--- src/mpa_defines.vh ---
// Constants for the multifunction pin assignment block
// Summary of operation
// - Printer mode: all eight parallel data pins form a bidirectional byte bus.
// - Floppy extension modes: data bits 1-4 are pulled-up drive status inputs.
// - Single-drive mode serves external drive B; dual-drive mode serves A and B.
// - Data bit 5 is left undriven in both floppy extension modes.
// - Data bit 6: undriven single-drive, open-drain drive A motor-on in dual-drive.
// - Data bit 7: undriven single-drive, open-drain drive A select in dual-drive.
// - Port A request-to-send strap loads config 26 bit 6; high selects 4Eh.
// - Port A terminal-ready strap loads config 24 bit 0; high clears default resources.
// - Port A transmit strap loads config 24 bit 1, the flash enable; low enables the flash.
// - Port B transmit strap loads config 24 bit 6, input clock select.
// - Strap pins are pulled low during power-on reset; unstrapped reads zero.
// - Port A and B clear-to-send inputs are readable in handshake status bit 4.
// - Request-to-send and terminal-ready outputs go low to signal readiness.
// - Port C eight pins double as GPIO port 6 bits 7 down to 0.
// - Infrared receive and transmit alternate with GPIO port 3 bits 6 and 7.
// - Flash 19-bit address shares pins with GPIO ports 5, 4 and 3.
// - Flash data shares GPIO port 2; select and strobes share port 5 bits 2-0.
// - Watchdog output is open drain on GPIO 8 bit 0; port D receive on 7 bit 3.
// - Configuration and strap bits reset only on cold reset, never on warm.
// - Config port is 2Eh when strap bit is 0, 4Eh when 1; enter with 87h twice.
`ifndef MPA_DEFINES_VH
`define MPA_DEFINES_VH
`define MPA_OFF_CTRL 8'h00
`define MPA_OFF_CFG24 8'h04
`define MPA_OFF_CFG26 8'h08
`define MPA_OFF_HS_A 8'h0C
`define MPA_OFF_HS_B 8'h10
`define MPA_OFF_CFGPORT 8'h14
`define MPA_OFF_STATUS 8'h18
`define MPA_CTRL_RST 8'h00
`define MPA_CFG_RST 8'h00
`define MPA_MODE_PRINTER 2'h0
`define MPA_MODE_EXT1 2'h1
`define MPA_MODE_EXT2 2'h2
`define MPA_CTRL_UARTC 2
`define MPA_CTRL_IR 3
`define MPA_CTRL_WDT 4
`define MPA_CTRL_UARTD 5
`define MPA_CFG24_CLRDEF 0
`define MPA_CFG24_FLASH 1
`define MPA_CFG24_CLK48 6
`define MPA_CFG26_PORTSEL 6
`define MPA_HS_CTS 4
`define MPA_CFGPORT_LO 8'h2E
`define MPA_CFGPORT_HI 8'h4E
`define MPA_CFG_KEY 8'h87
`define MPA_STRAP_PORTSEL 0
`define MPA_STRAP_CLRDEF 1
`define MPA_STRAP_FLASH 2
`define MPA_STRAP_CLK48 3
`define MPA_STRAP_TIME_NS 200
`define MPA_CLK_PERIOD_NS 10
`define MPA_STRAP_CYCLES ((`MPA_STRAP_TIME_NS + `MPA_CLK_PERIOD_NS - 1) / `MPA_CLK_PERIOD_NS)
`define MPA_PAD_GP6 0
`define MPA_PAD_GP3 8
`define MPA_PAD_GP4 16
`define MPA_PAD_GP5 24
`define MPA_PAD_GP2 30
`define MPA_PAD_GPIO7_BIT3 38
`define MPA_PAD_GPIO8_BIT0 39
`define MPA_NPAD 40
`endif

--- src/mpa_sync.v ---
// Two-stage synchroniser for asynchronous pin levels
`timescale 1ns/1ps
`default_nettype none
module mpa_sync #(
	parameter W = 1,
	parameter [W-1:0] INIT = {W{1'b1}}
) (
	input wire clk,
	input wire rst_n,
	input wire [W-1:0] d,
	output reg [W-1:0] q
);
	reg [W-1:0] meta_q;
	always @(posedge clk or negedge rst_n) begin
		if (!rst_n) begin
			meta_q <= INIT;
			q <= INIT;
		end else begin
			meta_q <= d;
			q <= meta_q;
		end
	end
endmodule // mpa_sync
`default_nettype wire

--- src/mpa_strap.v ---
// Power-on strap window timer and strap capture
`timescale 1ns/1ps
`default_nettype none
`include "mpa_defines.vh"
module mpa_strap #(
	parameter CYCLES = `MPA_STRAP_CYCLES
) (
	input wire clk,
	input wire rst_n,
	input wire [3:0] strap_sync,
	output reg busy_q,
	output reg load_q,
	output reg [3:0] value_q
);
	reg [15:0] cnt_q;
	// Pins are sampled at the close of the window, after the pull-downs settle
	always @(posedge clk or negedge rst_n) begin
		if (!rst_n) begin
			busy_q <= 1'b1;
			load_q <= 1'b0;
			value_q <= 4'h0;
			cnt_q <= 16'h0000;
		end else begin
			load_q <= 1'b0;
			if (busy_q) begin
				if (cnt_q == CYCLES[15:0] - 16'h0001) begin
					busy_q <= 1'b0;
					load_q <= 1'b1;
					value_q <= strap_sync;
				end else begin
					cnt_q <= cnt_q + 16'h0001;
				end
			end
		end
	end
endmodule // mpa_strap
`default_nettype wire

--- src/mpa_top.v ---
// Pin function multiplexer, strap capture and APB configuration registers
`timescale 1ns/1ps
`default_nettype none
`include "mpa_defines.vh"
module mpa_top #(
	parameter NPAD = `MPA_NPAD
) (
	input wire pclk,
	input wire presetn,
	input wire warm_rst_n,
	input wire [7:0] paddr,
	input wire psel,
	input wire penable,
	input wire pwrite,
	input wire [31:0] pwdata,
	output reg [31:0] prdata,
	output reg pready,
	output reg pslverr,
	input wire [7:0] par_data_i,
	output reg [7:0] par_data_o,
	output reg [7:0] par_data_oe,
	output reg [7:0] par_pullup_en,
	input wire [7:0] printer_do,
	input wire printer_doe,
	output reg [7:0] printer_di,
	output reg ext_track_zero_n,
	output reg ext_write_protect_n,
	output reg ext_read_data_n,
	output reg ext_disk_change_n,
	input wire ext_motor_a_on_n,
	input wire ext_drive_sel_a_n,
	output reg ext_drive_a_en,
	output reg ext_drive_b_en,
	input wire [3:0] strap_pin_i,
	output reg [3:0] strap_pin_o,
	output reg [3:0] strap_pin_oe,
	output reg strap_pulldown_en,
	input wire port_a_request_to_send_n,
	input wire port_a_terminal_ready_n,
	input wire port_a_tx,
	input wire port_b_tx,
	input wire port_a_clear_to_send_n,
	input wire port_b_clear_to_send_n,
	output reg cfg_port_select_strap,
	output reg clear_default_resources_strap,
	output reg flash_enable_strap,
	output reg input_clock_48_select,
	input wire [NPAD-1:0] pad_i,
	output reg [NPAD-1:0] pad_o,
	output reg [NPAD-1:0] pad_oe,
	input wire [NPAD-1:0] gpio_out,
	input wire [NPAD-1:0] gpio_oe,
	output reg [NPAD-1:0] gpio_in,
	input wire [2:0] uart_c_out,
	output reg port_c_clear_to_send_n,
	output reg port_c_ring_n,
	output reg [2:0] uart_c_in,
	input wire infrared_tx,
	output reg infrared_rx,
	input wire [18:0] flash_addr,
	input wire [7:0] flash_data_out,
	input wire flash_data_oe,
	input wire flash_chip_select_n,
	input wire flash_read_enable_n,
	input wire flash_write_enable_n,
	output reg [7:0] flash_data_in,
	input wire watchdog_timeout_out,
	output reg port_d_rx
);
	localparam SW = NPAD + 15;

	function is_fdd;
		input [1:0] mode;
		begin
			is_fdd = (mode == `MPA_MODE_EXT1) || (mode == `MPA_MODE_EXT2);
		end
	endfunction

	// All pin levels cross into pclk through one synchroniser bank
	wire [SW-1:0] sync_q;
	wire [NPAD-1:0] pad_s;
	wire [7:0] par_s;
	wire [3:0] strap_s;
	wire cts_a_s;
	wire cts_b_s;
	wire warm_s_n;
	mpa_sync #(.W(SW), .INIT({{(SW-5){1'b1}}, 4'h0, 1'b1})) u_sync (
		.clk(pclk),
		.rst_n(presetn),
		.d({pad_i, par_data_i, port_b_clear_to_send_n, port_a_clear_to_send_n, strap_pin_i, warm_rst_n}),
		.q(sync_q)
	);
	assign warm_s_n = sync_q[0];
	assign strap_s = sync_q[4:1];
	assign cts_a_s = sync_q[5];
	assign cts_b_s = sync_q[6];
	assign par_s = sync_q[14:7];
	assign pad_s = sync_q[SW-1:15];

	wire strap_busy;
	wire strap_load;
	wire [3:0] strap_val;
	mpa_strap u_strap (
		.clk(pclk),
		.rst_n(presetn),
		.strap_sync(strap_s),
		.busy_q(strap_busy),
		.load_q(strap_load),
		.value_q(strap_val)
	);

	// Configuration registers: presetn is the cold reset; warm_rst_n never touches them
	reg [7:0] ctrl_q;
	reg [7:0] cfg24_q;
	reg [7:0] cfg26_q;
	wire [1:0] par_mode = ctrl_q[1:0];
	wire wr_en = psel & penable & pready & pwrite;
	wire flash_on = ~cfg24_q[`MPA_CFG24_FLASH];

	always @(posedge pclk or negedge presetn) begin
		if (!presetn) begin
			ctrl_q <= `MPA_CTRL_RST;
			cfg24_q <= `MPA_CFG_RST;
			cfg26_q <= `MPA_CFG_RST;
		end else begin
			if (wr_en && paddr == `MPA_OFF_CTRL)
				ctrl_q <= pwdata[7:0];
			if (wr_en && paddr == `MPA_OFF_CFG24)
				cfg24_q <= pwdata[7:0];
			if (wr_en && paddr == `MPA_OFF_CFG26)
				cfg26_q <= pwdata[7:0];
			// Strap load beats a software write in the same cycle
			if (strap_load) begin
				cfg26_q[`MPA_CFG26_PORTSEL] <= strap_val[`MPA_STRAP_PORTSEL];
				cfg24_q[`MPA_CFG24_CLRDEF] <= strap_val[`MPA_STRAP_CLRDEF];
				cfg24_q[`MPA_CFG24_FLASH] <= strap_val[`MPA_STRAP_FLASH];
				cfg24_q[`MPA_CFG24_CLK48] <= strap_val[`MPA_STRAP_CLK48];
			end
		end
	end

	// APB slave: one wait-free access phase, pready raised from the setup cycle
	reg [31:0] rd_d;
	reg hit_d;
	always @* begin
		rd_d = 32'h00000000;
		hit_d = 1'b1;
		case (paddr)
			`MPA_OFF_CTRL: rd_d[7:0] = ctrl_q;
			`MPA_OFF_CFG24: rd_d[7:0] = cfg24_q;
			`MPA_OFF_CFG26: rd_d[7:0] = cfg26_q;
			`MPA_OFF_HS_A: rd_d[`MPA_HS_CTS] = ~cts_a_s;
			`MPA_OFF_HS_B: rd_d[`MPA_HS_CTS] = ~cts_b_s;
			`MPA_OFF_CFGPORT: begin
				rd_d[7:0] = cfg26_q[`MPA_CFG26_PORTSEL] ? `MPA_CFGPORT_HI : `MPA_CFGPORT_LO;
				rd_d[15:8] = `MPA_CFG_KEY;
			end
			`MPA_OFF_STATUS: rd_d[3:0] = {flash_on, ~warm_s_n, strap_busy, ~strap_busy};
			default: hit_d = 1'b0;
		endcase
	end

	always @(posedge pclk or negedge presetn) begin
		if (!presetn) begin
			prdata <= 32'h00000000;
			pready <= 1'b0;
			pslverr <= 1'b0;
		end else begin
			if (psel && !penable) begin
				pready <= 1'b1;
				pslverr <= ~hit_d;
				prdata <= pwrite ? 32'h00000000 : rd_d;
			end else begin
				pready <= 1'b0;
				pslverr <= 1'b0;
			end
		end
	end

	// Alternate-function drive and select for each shared pad
	reg [NPAD-1:0] alt_sel;
	reg [NPAD-1:0] alt_o;
	reg [NPAD-1:0] alt_oe;
	integer k;
	always @* begin
		alt_sel = {NPAD{1'b0}};
		alt_o = {NPAD{1'b0}};
		alt_oe = {NPAD{1'b0}};
		if (ctrl_q[`MPA_CTRL_UARTC]) begin
			alt_sel[`MPA_PAD_GP6 +: 8] = 8'hFF;
			alt_o[`MPA_PAD_GP6 + 5] = uart_c_out[2];
			alt_o[`MPA_PAD_GP6 + 4] = uart_c_out[1];
			alt_o[`MPA_PAD_GP6 + 2] = uart_c_out[0];
			alt_oe[`MPA_PAD_GP6 +: 8] = 8'h34;
		end
		if (flash_on) begin
			for (k = 0; k < 8; k = k + 1) begin
				alt_o[`MPA_PAD_GP3 + k] = flash_addr[k];
				alt_o[`MPA_PAD_GP4 + k] = flash_addr[8 + k];
				alt_o[`MPA_PAD_GP2 + k] = flash_data_out[k];
			end
			for (k = 0; k < 3; k = k + 1)
				alt_o[`MPA_PAD_GP5 + 3 + k] = flash_addr[16 + k];
			alt_o[`MPA_PAD_GP5 + 2] = flash_chip_select_n;
			alt_o[`MPA_PAD_GP5 + 1] = flash_read_enable_n;
			alt_o[`MPA_PAD_GP5 + 0] = flash_write_enable_n;
			alt_sel[`MPA_PAD_GP3 +: 30] = {30{1'b1}};
			alt_oe[`MPA_PAD_GP3 +: 22] = {22{1'b1}};
			alt_oe[`MPA_PAD_GP2 +: 8] = {8{flash_data_oe}};
		end
		// Infrared takes precedence over address bits 6 and 7 that it shares
		if (ctrl_q[`MPA_CTRL_IR]) begin
			alt_sel[`MPA_PAD_GP3 + 6] = 1'b1;
			alt_oe[`MPA_PAD_GP3 + 6] = 1'b0;
			alt_sel[`MPA_PAD_GP3 + 7] = 1'b1;
			alt_o[`MPA_PAD_GP3 + 7] = infrared_tx;
			alt_oe[`MPA_PAD_GP3 + 7] = 1'b1;
		end
		alt_sel[`MPA_PAD_GPIO7_BIT3] = ctrl_q[`MPA_CTRL_UARTD];
		// Open drain: only ever pulls low, released otherwise
		alt_sel[`MPA_PAD_GPIO8_BIT0] = ctrl_q[`MPA_CTRL_WDT];
		alt_oe[`MPA_PAD_GPIO8_BIT0] = ~watchdog_timeout_out;
	end

	// Pad outputs are registered; a warm reset releases every pad
	genvar g;
	generate
		for (g = 0; g < NPAD; g = g + 1) begin : g_pad
			always @(posedge pclk or negedge presetn) begin
				if (!presetn) begin
					pad_o[g] <= 1'b0;
					pad_oe[g] <= 1'b0;
					gpio_in[g] <= 1'b0;
				end else begin
					pad_o[g] <= alt_sel[g] ? alt_o[g] : gpio_out[g];
					pad_oe[g] <= warm_s_n & (alt_sel[g] ? alt_oe[g] : gpio_oe[g]);
					gpio_in[g] <= alt_sel[g] ? 1'b0 : pad_s[g];
				end
			end
		end
	endgenerate

	// Function-side inputs read their idle level when their pad is not routed
	always @(posedge pclk or negedge presetn) begin
		if (!presetn) begin
			port_c_clear_to_send_n <= 1'b1;
			port_c_ring_n <= 1'b1;
			uart_c_in <= 3'h7;
			infrared_rx <= 1'b1;
			flash_data_in <= 8'h00;
			port_d_rx <= 1'b1;
		end else begin
			port_c_clear_to_send_n <= ctrl_q[`MPA_CTRL_UARTC] ? pad_s[`MPA_PAD_GP6 + 7] : 1'b1;
			port_c_ring_n <= ctrl_q[`MPA_CTRL_UARTC] ? pad_s[`MPA_PAD_GP6 + 0] : 1'b1;
			uart_c_in <= ctrl_q[`MPA_CTRL_UARTC] ? {pad_s[`MPA_PAD_GP6 + 6], pad_s[`MPA_PAD_GP6 + 3],
				pad_s[`MPA_PAD_GP6 + 1]} : 3'h7;
			infrared_rx <= ctrl_q[`MPA_CTRL_IR] ? pad_s[`MPA_PAD_GP3 + 6] : 1'b1;
			flash_data_in <= flash_on ? pad_s[`MPA_PAD_GP2 +: 8] : 8'h00;
			port_d_rx <= ctrl_q[`MPA_CTRL_UARTD] ? pad_s[`MPA_PAD_GPIO7_BIT3] : 1'b1;
		end
	end

	// Parallel data pins: printer bus or external floppy lines
	reg [7:0] par_o_d;
	reg [7:0] par_oe_d;
	reg [7:0] par_pu_d;
	always @* begin
		par_o_d = 8'h00;
		par_oe_d = 8'h00;
		par_pu_d = 8'h00;
		case (par_mode)
			`MPA_MODE_PRINTER: begin
				par_o_d = printer_do;
				par_oe_d = {8{printer_doe}};
			end
			`MPA_MODE_EXT1: begin
				par_pu_d = 8'h1F;
			end
			`MPA_MODE_EXT2: begin
				par_pu_d = 8'h1F;
				par_oe_d[6] = ~ext_motor_a_on_n;
				par_oe_d[7] = ~ext_drive_sel_a_n;
			end
			default: begin
				par_oe_d = 8'h00;
			end
		endcase
		// Bit 5 stays released in both extension modes
		if (is_fdd(par_mode))
			par_oe_d[5] = 1'b0;
	end

	always @(posedge pclk or negedge presetn) begin
		if (!presetn) begin
			par_data_o <= 8'h00;
			par_data_oe <= 8'h00;
			par_pullup_en <= 8'h00;
			printer_di <= 8'h00;
			ext_track_zero_n <= 1'b1;
			ext_write_protect_n <= 1'b1;
			ext_read_data_n <= 1'b1;
			ext_disk_change_n <= 1'b1;
			ext_drive_a_en <= 1'b0;
			ext_drive_b_en <= 1'b0;
		end else begin
			par_data_o <= par_o_d;
			par_data_oe <= warm_s_n ? par_oe_d : 8'h00;
			par_pullup_en <= par_pu_d;
			printer_di <= (par_mode == `MPA_MODE_PRINTER) ? par_s : 8'h00;
			ext_track_zero_n <= is_fdd(par_mode) ? par_s[1] : 1'b1;
			ext_write_protect_n <= is_fdd(par_mode) ? par_s[2] : 1'b1;
			ext_read_data_n <= is_fdd(par_mode) ? par_s[3] : 1'b1;
			ext_disk_change_n <= is_fdd(par_mode) ? par_s[4] : 1'b1;
			ext_drive_a_en <= (par_mode == `MPA_MODE_EXT2);
			ext_drive_b_en <= is_fdd(par_mode);
		end
	end

	// Strap pins: released and pulled low in the window, then serial outputs
	always @(posedge pclk or negedge presetn) begin
		if (!presetn) begin
			strap_pin_o <= 4'hF;
			strap_pin_oe <= 4'h0;
			strap_pulldown_en <= 1'b1;
			cfg_port_select_strap <= 1'b0;
			clear_default_resources_strap <= 1'b0;
			flash_enable_strap <= 1'b0;
			input_clock_48_select <= 1'b0;
		end else begin
			strap_pulldown_en <= strap_busy;
			strap_pin_oe <= strap_busy ? 4'h0 : 4'hF;
			// Warm reset parks the modem lines at not-ready
			if (!warm_s_n)
				strap_pin_o <= 4'hF;
			else
				strap_pin_o <= {port_b_tx, port_a_tx, port_a_terminal_ready_n, port_a_request_to_send_n};
			cfg_port_select_strap <= cfg26_q[`MPA_CFG26_PORTSEL];
			clear_default_resources_strap <= cfg24_q[`MPA_CFG24_CLRDEF];
			flash_enable_strap <= cfg24_q[`MPA_CFG24_FLASH];
			input_clock_48_select <= cfg24_q[`MPA_CFG24_CLK48];
		end
	end
endmodule // mpa_top
`default_nettype wire

--- config.mk ---
export PLATFORM = sky130hd
export DESIGN_NAME = mpa_top
export DESIGN_NICKNAME = d
export VERILOG_FILES = /design/src/mpa_sync.v /design/src/mpa_strap.v /design/src/mpa_top.v
export VERILOG_INCLUDE_DIRS = /design/src
export SDC_FILE = /design/constraint.sdc
export NUM_CORES = 1
export LEC_CHECK = 0
export BUFFER_PORTS_ARGS = -buffer_cell sky130_fd_sc_hd__buf_2
export CAP_MARGIN = 40
export CORE_AREA = 2 2 177 179
export CTS_CLUSTER_SIZE = 16
export DETAILED_ROUTE_END_ITERATION = 16
export DIE_AREA = 0 0 179 181
export PLACE_DENSITY = 0.73
export SETUP_SLACK_MARGIN = 0.05
export SLEW_MARGIN = 20
export SYNTH_ARGS = -nofsm -noshare
export SYNTH_HDL_FRONTEND = slang
export SYNTH_SLANG_ARGS = --single-unit
export TNS_END_PERCENT = 10
--- constraint.sdc ---
create_clock -name pclk -period 4.4 [get_ports pclk]
set_clock_uncertainty 0.05 [all_clocks]
set_input_delay 0.22 -clock pclk [delete_from_list [all_inputs] [get_ports pclk]]
set_output_delay 0.22 -clock pclk [all_outputs]
set_load 0.02 [all_outputs]
# --- Word level (Yosys, flattened, before mapping) ---
# Index checks and enable logic that the tools add are counted.
op_classes:
  addsub: 1
  n_mul: 0
  div_mod_pow: 0
  n_lt_le_gt_ge: 0
  eq_ne: 9
  n_shift: 0
  n_mux: 167
  bitwise: 53
  n_reduce_logical: 14
ops:
  columns: ["cell", "n"]
  rows:
  - ["$mux 1", 140]
  - ["$mux 30", 3]
  - ["$mux 8", 6]
  - ["$and 1x1->1", 43]
  - ["$eq 8x5->1 const B", 3]
  - ["$mux 7", 3]
  - ["$pmux 4 s5", 1]
  - ["$add 16x1->16 const B", 1]
  - ["$eq 16x5->1 const B", 1]
  - ["$eq 8x4->1 const B", 2]
  - ["$mux 16", 1]
  - ["$mux 6", 2]
  - ["$pmux 3 s4", 1]
  - ["$not 1->1", 10]
  - ["$eq 8x3->1 const B", 1]
  - ["$logic_not 8->1", 1]
  - ["$mux 2", 4]
  - ["$mux 4", 2]
  - ["$reduce_or 7->1", 1]
  - ["$pmux 1 s6", 1]
  - ["$mux 5", 1]
  - ["$logic_and 1x1->1", 4]
  - ["$pmux 2 s2", 1]
  - ["$reduce_and 2->1", 2]
  - ["other kinds (8)", 9]
totals:
  regBits: 376
  latchBits: 0
  ram_bits: 0
  romBits: 0
  out_inout_bits: 220
  word_cells: 401
  n_memories: 0

# --- Logic depth before layout (Yosys ltp) ---
# Gate-level depths: netlist of run 1.
depth:
  word_depth: 6
  ltp_mapped: 6
  ltp_nobuf: 5

# --- Cells and area by module ---
# A second synthesis of run 1 with hierarchy kept.
hier_totals:
  hier_cells: 767
  area_unflattened_um2: 11643.7
by_module_without_submodules:
  columns: ["mod", "instances", "cells_each", "area_each_um2"]
  rows:
  - ["mpa_top", 1, 570, 7701.1]
  - ["mpa_sync", 1, 110, 2880.3]
  - ["mpa_strap", 1, 87, 1062.3]

# --- Least setup slack after synthesis of run 1 ---
# Ideal clock, no wire load.
synth_path:
  kind: "flip-flop to flip-flop"
  from: "reg pready"
  to: "reg cfg24_q[1]"
  setup_time_ps: 125
  arrival_ps: 1530
  setup_slack_ps: 2696
  path_stages_with_launch: 5
  path_buffers: 0
  cell_sequence: "dfrtp_1 > and4_1 > nand4_4 > mux2_1 > mux2_2"
synth_via:
  elab_chain_cells: 4
synth_rtl:
  columns: ["element", "line_no", "text"]
  rows:
  - ["start: declaration", "mpa_top.v:17", "output reg pready,"]
  - ["start signal: assignment", "mpa_top.v:166", "pready <= 1'b0;"]
  - ["start signal: assignment", "mpa_top.v:170", "pready <= 1'b1;"]
  - ["start signal: assignment", "mpa_top.v:174", "pready <= 1'b0;"]
  - ["$and 1x1->1 (2 in a row)", "mpa_top.v:117", "wire wr_en = psel & penable & pready & pwrite;"]
  - ["$logic_and 1x1->1 (no line)", null, null]
  - ["$reduce_bool 2->1 (no line)", null, null]
  - ["end signal: assignment", "mpa_top.v:123", "cfg24_q <= `MPA_CFG_RST;"]
  - ["end signal: assignment", "mpa_top.v:129", "cfg24_q <= pwdata[7:0];"]
  - ["end signal: indexed assignment", "mpa_top.v:135", "cfg24_q[`MPA_CFG24_CLRDEF] <= strap_val[`MPA_STRAP_CLRDEF];"]
  - ["end: declaration", "mpa_top.v:114", "reg [7:0] cfg24_q;"]
# No other way between the ends.
# A chain may end at the register's enable or synchronous reset.

# --- Worst setup path in the final report of run 1 ---
layout_path:
  from: "reg ctrl_q[0]"
  to: "reg par_data_oe[6]"
layout_via:
  elab_chain_cells: 3
  elab_cells_between_ends: 4
  cone_classes: "1 x eq/ne; 2 x mux; 1 x reduce/logical"
layout_rtl:
  columns: ["element", "line_no", "text"]
  rows:
  - ["start: declaration", "mpa_top.v:113", "reg [7:0] ctrl_q;"]
  - ["start signal: assignment", "mpa_top.v:122", "ctrl_q <= `MPA_CTRL_RST;"]
  - ["start signal: assignment", "mpa_top.v:127", "ctrl_q <= pwdata[7:0];"]
  - ["$eq 2x2->1 or $logic_not 2->1 (tied branches)", "mpa_top.v:271", "case (par_mode)"]
  - ["$pmux 2 s2 (*)", "mpa_top.v:271", null]
  - ["$mux 8 (*)", "mpa_top.v:307", "par_data_oe <= warm_s_n ? par_oe_d : 8'h00;"]
  - ["end signal: assignment", "mpa_top.v:307", null]
  - ["end: declaration", "mpa_top.v:21", "output reg [7:0] par_data_oe,"]
# Every way passes the cells marked *; elsewhere a longest branch is shown, timed or not.

==> summary.md, run 1 <==
| Metric | Value |
|---|---|
| Slew HR | 56.19% |
| Reg2reg path depth | 5 |
| Area delta synth->final | 46.93% |
| Compound-cell area share of the yosys netlist | 4.536% |
| Antenna viol nets, final | 0 |
| Combinational share of power | 8.3% |
| Critical Path, Cell by Cell | inv_1 > ha_1 > nand3_1 > o21ai_0 > dlygate4sd3_1 |
| RSZ-0062 raised after global routing | no |
| Number of synthesized flops with an enable pin | 0 |
| Power Total | 6.862 mW |
| Initial antenna violation count | 4 |
| Flop pwr share | 48.0% |
| Worst EP arrival | 2.46 ns |
| Top cell family by delay on the critical path | buffers and inverters |
| Critical path's slowest cell | dlygate4sd3_1 |
| Status | completed |
| Clock share of power | 43.8% |
| Req. time, crit path | 4.78 ns |
| Setup crit start kind | flip-flop |
| Commonest non-fill, non-tap cell in the layout | buf_2 |
| Routability cong. | 0.8053 |
| CTS buffer count | 36 |
| Clk slew on worst S/H paths | 0.06 ns |
| Hold Crit Depth | 4 |
| Peak VDD IR | 286.4 uV |
| Layout cell share with drive strength beyond 1 | 48.10% |
| CP startpoint | ctrl_q[0] |
| Yosys warns | 0 |
| Post-Syn Area | 0.01164 mm2 |
| Slew Limit Fails | 0 |
| Post-synthesis average cell area | 15.62 um2 |
| Clock Tree Buf Depth | 3 |
| Design area | 0.01710 mm2 |
| Fin Setup TNS | 0 ns |
| Final period util | 47.25% |
| Initial Util | 38.35% |
| Vias post-DR | 7,850 |
| Main synth FF type | dfrtp_1 |
| Worst r2r dst | par_data_oe[6] |
| Vias per inst | 4.433 |
| Largest net degree at the start of global routing | 111 |
| CTS sink cnt | 338 |
| Max Cap Violations | 0 |
| Reg2reg setup slack | 2.32 ns |
| Final Critical Period | 2.079 ns |
| Synth top area cells | dfrtp_1 (47%), dfstp_2 (27%), mux2_2 (6.0%) |
| Final setup fails | 0 |
| Mux share of post-synthesis cell area | 6.901% |
| Total GRT Usage | 17.51% |
| Post-Place Worst Slack | 2.305 ns |
| First-pass GRT wire length | 44,090 um |
| Top Ports | 451 |
| P per Cell Area | 401.2 mW/mm2 |
| WL final | 28,940 um |
| Distinct cell type count after synthesis | 57 |
| Xor/xnor share of the synthesized area | 1.129% |
| Lkg Pwr | 8.275 nW |
| Die Wd | 179 um |
| Simple-gate share of the synthesized area | 9.062% |
| Routed length per placed instance | 16.34 um |
| Final Hold Viols | 0 |
| FF+latch count, synth | 338 |
| Vias in the first global route | 8,497 |
| R2R Path Start | ctrl_q[0] |
| Core Rows | 64 |
| I/O Buffers | 403 |
| Clock latency on the worst-skew pair | 0.50 ns |
| CTS tree | built |
| HP Class | input port to flip-flop |
| Residual DRC count | 0 |
| CP max FO | 17 |
| Post-cts sizing count | 0 |
| Post-Route Utilization | 56.35% |
| Sequential-to-total area share from yosys stat | 73.94% |
| Final setup margin | 2.321 ns |
| F_max | 481.0 MHz |
| Crit Path Class | flip-flop to flip-flop |
| Sw power | 1.492 mW |
| Die footprint | 0.03240 mm2 |
| Yosys top cell area share | 47.08% |
| Share of synthesized registers carrying an async set or reset | 100.0% |
| Main combinational cell family by area after synthesis | simple AND/OR/NAND/NOR gates |
| Sw Ratio | 21.75% |
| Root buffer cell | clkbuf_16 |
| DP HPWL | 18,360 um |
| Core area | 0.03035 mm2 |
| Power Internal | 5.369 mW |
| Post-synthesis adder-cell area fraction | 0.3225% |
| NumNets Final | 1,580 |
| Cell Area, Placed | 0.01387 mm2 |
| Die Ht | 181 um |
| Crit path largest cell delay | 0.58 ns |
| WP buf/inv | 2 |
| Worst setup EP type | flip-flop |
| Worst slew pin tran | 0.6571 ns |
| Yosys top cell by area | dfrtp_1 |
| Most frequent cells in the layout | buf_2 (402), dfrtp_1 (218), dlygate4sd3_1 (196), dfstp_2 (119), mux2_2 (62) |
| Hold endpoint | pslverr |
| H-tree lvl count | 2 |
| Worst Hold Launch | paddr[6] |
| Pre-antenna DRT Iters | 4 |
| Remaining global-route overflow | 0 |
| Iter 0 DRT Violations | 329 |
| Post-synthesis cell count | 745 |
logic make-up after synthesis:
kind of cell,count (synthesis)
flops,338
simple gates,171
buf+inv,76
mux,72
compound gates,69
xor+xnor,15
fa+ha+maj,3
other cells,1
what timing repair did:
| item | CTS | global route |
|---|---|---|
| hold endpoints to repair | 219 | 0 |
| setup buffers | 0 | 0 |
| hold buffers | 196 | 0 |
power groups by stage:
stage | combinational (mW) | sequential (mW) | clock (mW)
after floorplan | 0.121 | 3.42 | 0
after CTS | 0.555 | 3.30 | 3.09
after global placement | 0.407 | 3.34 | 0
final | 0.566 | 3.29 | 3.00
after detailed placement | 0.417 | 3.35 | 0
after global routing | 0.615 | 3.30 | 3.23
through the flow:
step | cells | hold WS [ns]
detailed placement | 1505 | 0.2301
floorplan | 767 | -0.1256
finish | 1771 | 0.08162
global route | 1770 | 0.07731
CTS | 1765 | 0.06020
global placement | 1505 | 0.2160
layout make-up:
| cell class | instances | area, um2 |
|---|---|---|
| flip-flops and latches | 338 | 8608 |
| fillers | 2335 | 13250 |
| well taps | 396 | 495.5 |
| repair buffers | 607 | 4114 |
| clock buffers | 56 | 1099 |
| multi-input cells | 353 | 2641 |
| diodes | 3 | 7.507 |
| clock inverters | 8 | 100.1 |
| inverters | 10 | 37.54 |
worst min-delay path, delay by kind of cell:
kind | cells | cell delay (ns)
buffers and inverters | 1 | 0.11
and+or+nand+nor | 2 | 0.21
AOI/OAI and AO/OA | 1 | 0.04
how the worst max path moves through the flow:
stage,depth (start not counted),end,slack (ns)
after floorplan,4,cfg24_q[1],2.70
after global placement,5,cfg24_q[6],2.34
after detailed placement,5,cfg24_q[1],2.31
after CTS,3,pad_o[22],2.14
after global routing,5,par_data_oe[7],2.16
final,5,par_data_oe[6],2.32
cells in the mapped netlist, drive strengths merged, types with 2 or more instances:
library cell / instances
o21a: 24
a22oi: 2
mux2i: 6
or4: 2
xnor2: 6
nor4: 5
nand2b: 16
inv: 9
nand3: 6
a21boi: 8
and4: 2
a21oi: 3
nor2: 12
clkbuf: 24
buf: 42
nand3b: 3
o22ai: 3
o31a: 2
and3: 2
a22o: 4
a32o: 5
mux2: 66
nor3: 5
ha: 3
o21ai: 9
nand4: 7
dfrtp: 219
and2: 50
nand2: 26
or2b: 2
nor2b: 28
xor2: 9
dfstp: 119
o211a: 2
registers in the layout (all words and copies together), names as in the netlist, 3 cells and up:
register	flops
ctrl_q	8
gpio_in	40
u_strap.cnt_q	16
pad_oe	40
cfg24_q	8
pad_o	40
u_sync.q	55
u_strap.value_q	4
flash_data_in	8
uart_c_in	3
u_sync.meta_q	55
par_data_oe	4
cfg26_q	8
par_data_o	8
prdata	9
strap_pin_o	4
printer_di	8
per-layer routing:
metal,vias to the layer above,track usage [%],share of wire [%]
met2,325,31.62,51
met5,-,0,0.045
met3,69,4.314,7.4
li1,3637,-,-
met4,2,6.797,3.5
met1,3817,19.64,38
Power figures use the tool's default switching activity.
==> run 2: changes to the inputs <==
ABC_AREA = 1   (was unset)
CORE_AREA = 2 2 174 176   (was 2 2 177 179)
DIE_AREA = 0 0 176 178   (was 0 0 179 181)
PLACE_DENSITY = 0.79   (was 0.73)
clock period = 1.8 ns   (was 4.4 ns; I/O delays follow)
==> run 2 against run 1 <==
Effect of this change:
- clock power is 130% higher
- routed wire length grew 27%
- critical path depth is 3 higher
- worst setup slack lost 2.1 ns
- sequential power up 150%
- synthesized cell count is 46% higher
- core utilization up 3.8 points
- sequential share of layout area fell by 1.7 points
- combinational power grew to 2.6 times the previous value
- die area is 3.3% lower
- critical path type unchanged
==> summary.md, run 2 <==
| Metric | Value |
|---|---|
| Worst slew pin tran | 0.6015 ns |
| Residual DRC count | 0 |
| Initial antenna violation count | 0 |
| Initial Util | 41.07% |
| Die Wd | 176 um |
| Post-synthesis adder-cell area fraction | 0.3108% |
| Crit Path Class | flip-flop to flip-flop |
| FF+latch count, synth | 338 |
| Distinct cell type count after synthesis | 38 |
| Most frequent cells in the layout | buf_2 (402), nand2_1 (292), dfrtp_1 (218), dlygate4sd3_1 (202), inv_1 (128) |
| Synth top cells by count | nand2_1 (292), dfrtp_1 (219), inv_1 (128) |
| Layout cell share with drive strength beyond 1 | 37.84% |
| Compound-cell area share of the yosys netlist | 3.129% |
| Core Rows | 63 |
| Setup crit start kind | flip-flop |
| DP HPWL | 22,740 um |
| Vias post-DR | 9,828 |
| Yosys warns | 0 |
| Routability cong. | 0.8334 |
| Mux share of post-synthesis cell area | 0.1243% |
| Post-Syn Area | 0.01208 mm2 |
| Commonest non-fill, non-tap cell in the layout | buf_2 |
| Slew Limit Fails | 0 |
| Final period util | 90.06% |
| Placed Cells | 1,865 |
| I/O Buffers | 403 |
| Worst EP arrival | 1.99 ns |
| Final setup fails | 0 |
| Biggest regs | u_sync.meta_q: 55 flops, u_sync.q: 55 flops |
| Final Critical Period | 1.621 ns |
| Antenna cell count | 0 |
| HP Class | input port to flip-flop |
| Main synth FF type | dfrtp_1 |
| Non-filler instance count after layout | 2,129 |
| Core area | 0.02940 mm2 |
| RSZ-0062 raised after global routing | no |
| Final Hold Viols | 0 |
| Most numerous cell in the Yosys netlist | nand2_1 |
| Fin Setup TNS | 0 ns |
| Req. time, crit path | 2.17 ns |
| Post-synthesis cell count | 1,088 |
| Yosys top cell area share | 45.38% |
| Routed length per placed instance | 17.28 um |
| Remaining global-route overflow | 0 |
| Synth top area cells | dfrtp_1 (45%), dfstp_2 (26%), nand2_1 (9.1%) |
| Area delta synth->final | 46.55% |
| Clock latency on the worst-skew pair | 0.51 ns |
| Sequential-to-total area share from yosys stat | 71.28% |
| Number of synthesized flops with an enable pin | 0 |
| Simple-gate share of the synthesized area | 16.51% |
| Clk slew on worst S/H paths | 0.06 ns |
| CTS buffer count | 34 |
| Post-synthesis average cell area | 11.10 um2 |
| Antenna viol nets, final | 0 |
| Share of synthesized registers carrying an async set or reset | 100.0% |
| CTS sink cnt | 338 |
| Main combinational cell family by area after synthesis | simple AND/OR/NAND/NOR gates |
| Total GRT Usage | 23.43% |
| P per Cell Area | 933.6 mW/mm2 |
| Status | completed |
| Yosys top cell by area | dfrtp_1 |
| Setup bufs post-CTS | 0 |
| Max Cap Violations | 0 |
| Peak VDD IR | 957.5 uV |
| Xor/xnor share of the synthesized area | 0.7978% |
| F_max | 616.9 MHz |
| CP max FO | 20 |
| Fill count | 2,154 |
| Top Ports | 451 |
| Pre-antenna DRT Iters | 5 |
| Iter 0 DRT Violations | 683 |
| Power Total | 16.52 mW |
| First-pass GRT wire length | 56,410 um |
| Vias in the first global route | 10,360 |
| Die footprint | 0.03133 mm2 |
| H-tree lvl count | 2 |
| Clock Tree Buf Depth | 3 |
| Largest net degree at the start of global routing | 68 |
| Slew HR | 59.90% |
| CTS tree | built |
| Worst setup EP type | flip-flop |
| Vias per inst | 4.616 |
| WL final | 36,780 um |
| NumNets Final | 1,947 |
| Root buffer cell | clkbuf_16 |
| Lkg Pwr | 9.271 nW |
| Die Ht | 178 um |
run 2: timing repair:
item | in CTS | in global routing
hold buffers | 202 | 0
resized for setup | 0 | 1
endpoints found under the hold margin | 415 | 0
setup endpoints to repair | 0 | 3
run 2: cell families after synthesis:
family          Yosys count
other cells               1
compound gates           58
fa+ha+maj                 3
xor+xnor                 11
flops                   338
buf+inv                 202
mux                       1
simple gates            474
run 2: worst max-delay path, stage by stage, from the launching register on:
cell,delay (ns)
dfrtp_1,0.41
ha_1,0.25
nand4_1,0.12
nor2_1,0.06
nand2_2,0.11
nand2_4,0.06
inv_2,0.29
nand2_1,0.12
o21ai_2,0.07
run 2: worst paths after layout:
check,startpoint,slack [ns],cells after the start,to
min reg2reg,u_sync.meta_q[3],0.29,0,u_sync.q[3]
max,u_strap.cnt_q[1],0.18,8,u_strap.cnt_q[14]
max reg2reg,u_strap.cnt_q[1],0.18,8,u_strap.cnt_q[14]
min,paddr[7],0.06,6,prdata[10]
min in group asynchronous,presetn,0.11,2,gpio_in[5]
max in group asynchronous,presetn,0.88,3,ext_read_data_n
run 2: area by class of cell:
class                   count  area, um2  area share, %
clock buffers              46      987.2          5.578
clock inverters            16      140.1         0.7919
multi-input cells         570       2609          14.74
flip-flops and latches    338       8608          48.64
inverters                 134      503.0          2.842
well taps                 390      488.0          2.757
repair buffers            635       4362          24.65
run 2: metal layers:
metal / part of all wire [%] / vias to the layer above / track usage [%]
li1: - / 4484 / -
met1: 35 / 4688 / 26.05
met2: 52 / 529 / 42.24
met3: 7.7 / 127 / 6.309
met4: 4.4 / 0 / 10.26
met5: 0 / - / 0
run 2: power breakdown:
group | internal, mW | leakage (nW) | switching [mW]
Sequential | 7.97 | 4.01 | 0.0982
Combinational | 0.663 | 4.71 | 0.813
Clock | 4.04 | 0.558 | 2.94
Total | 12.7 | 9.27 | 3.86
run 2: per-stage QoR:
| step | hold slack [ns] | util (%) | area (um2) | setup slack (ns) |
|---|---|---|---|---|
| 6_report | 0.06332 | 60.19 | 17700 | 0.1789 |
| 5_1_grt | 0.05998 | 60.19 | 17700 | 0.03934 |
| 4_1_cts | 0.009917 | 60.18 | 17690 | 0.09653 |
| 3_5_place_dp | 0.06197 | 49.47 | 14550 | 0.1161 |
| 3_3_place_gp | 0.05199 | 49.47 | 14550 | 0.1985 |
| 2_1_floorplan | -0.2556 | - | 12160 | 0.3115 |
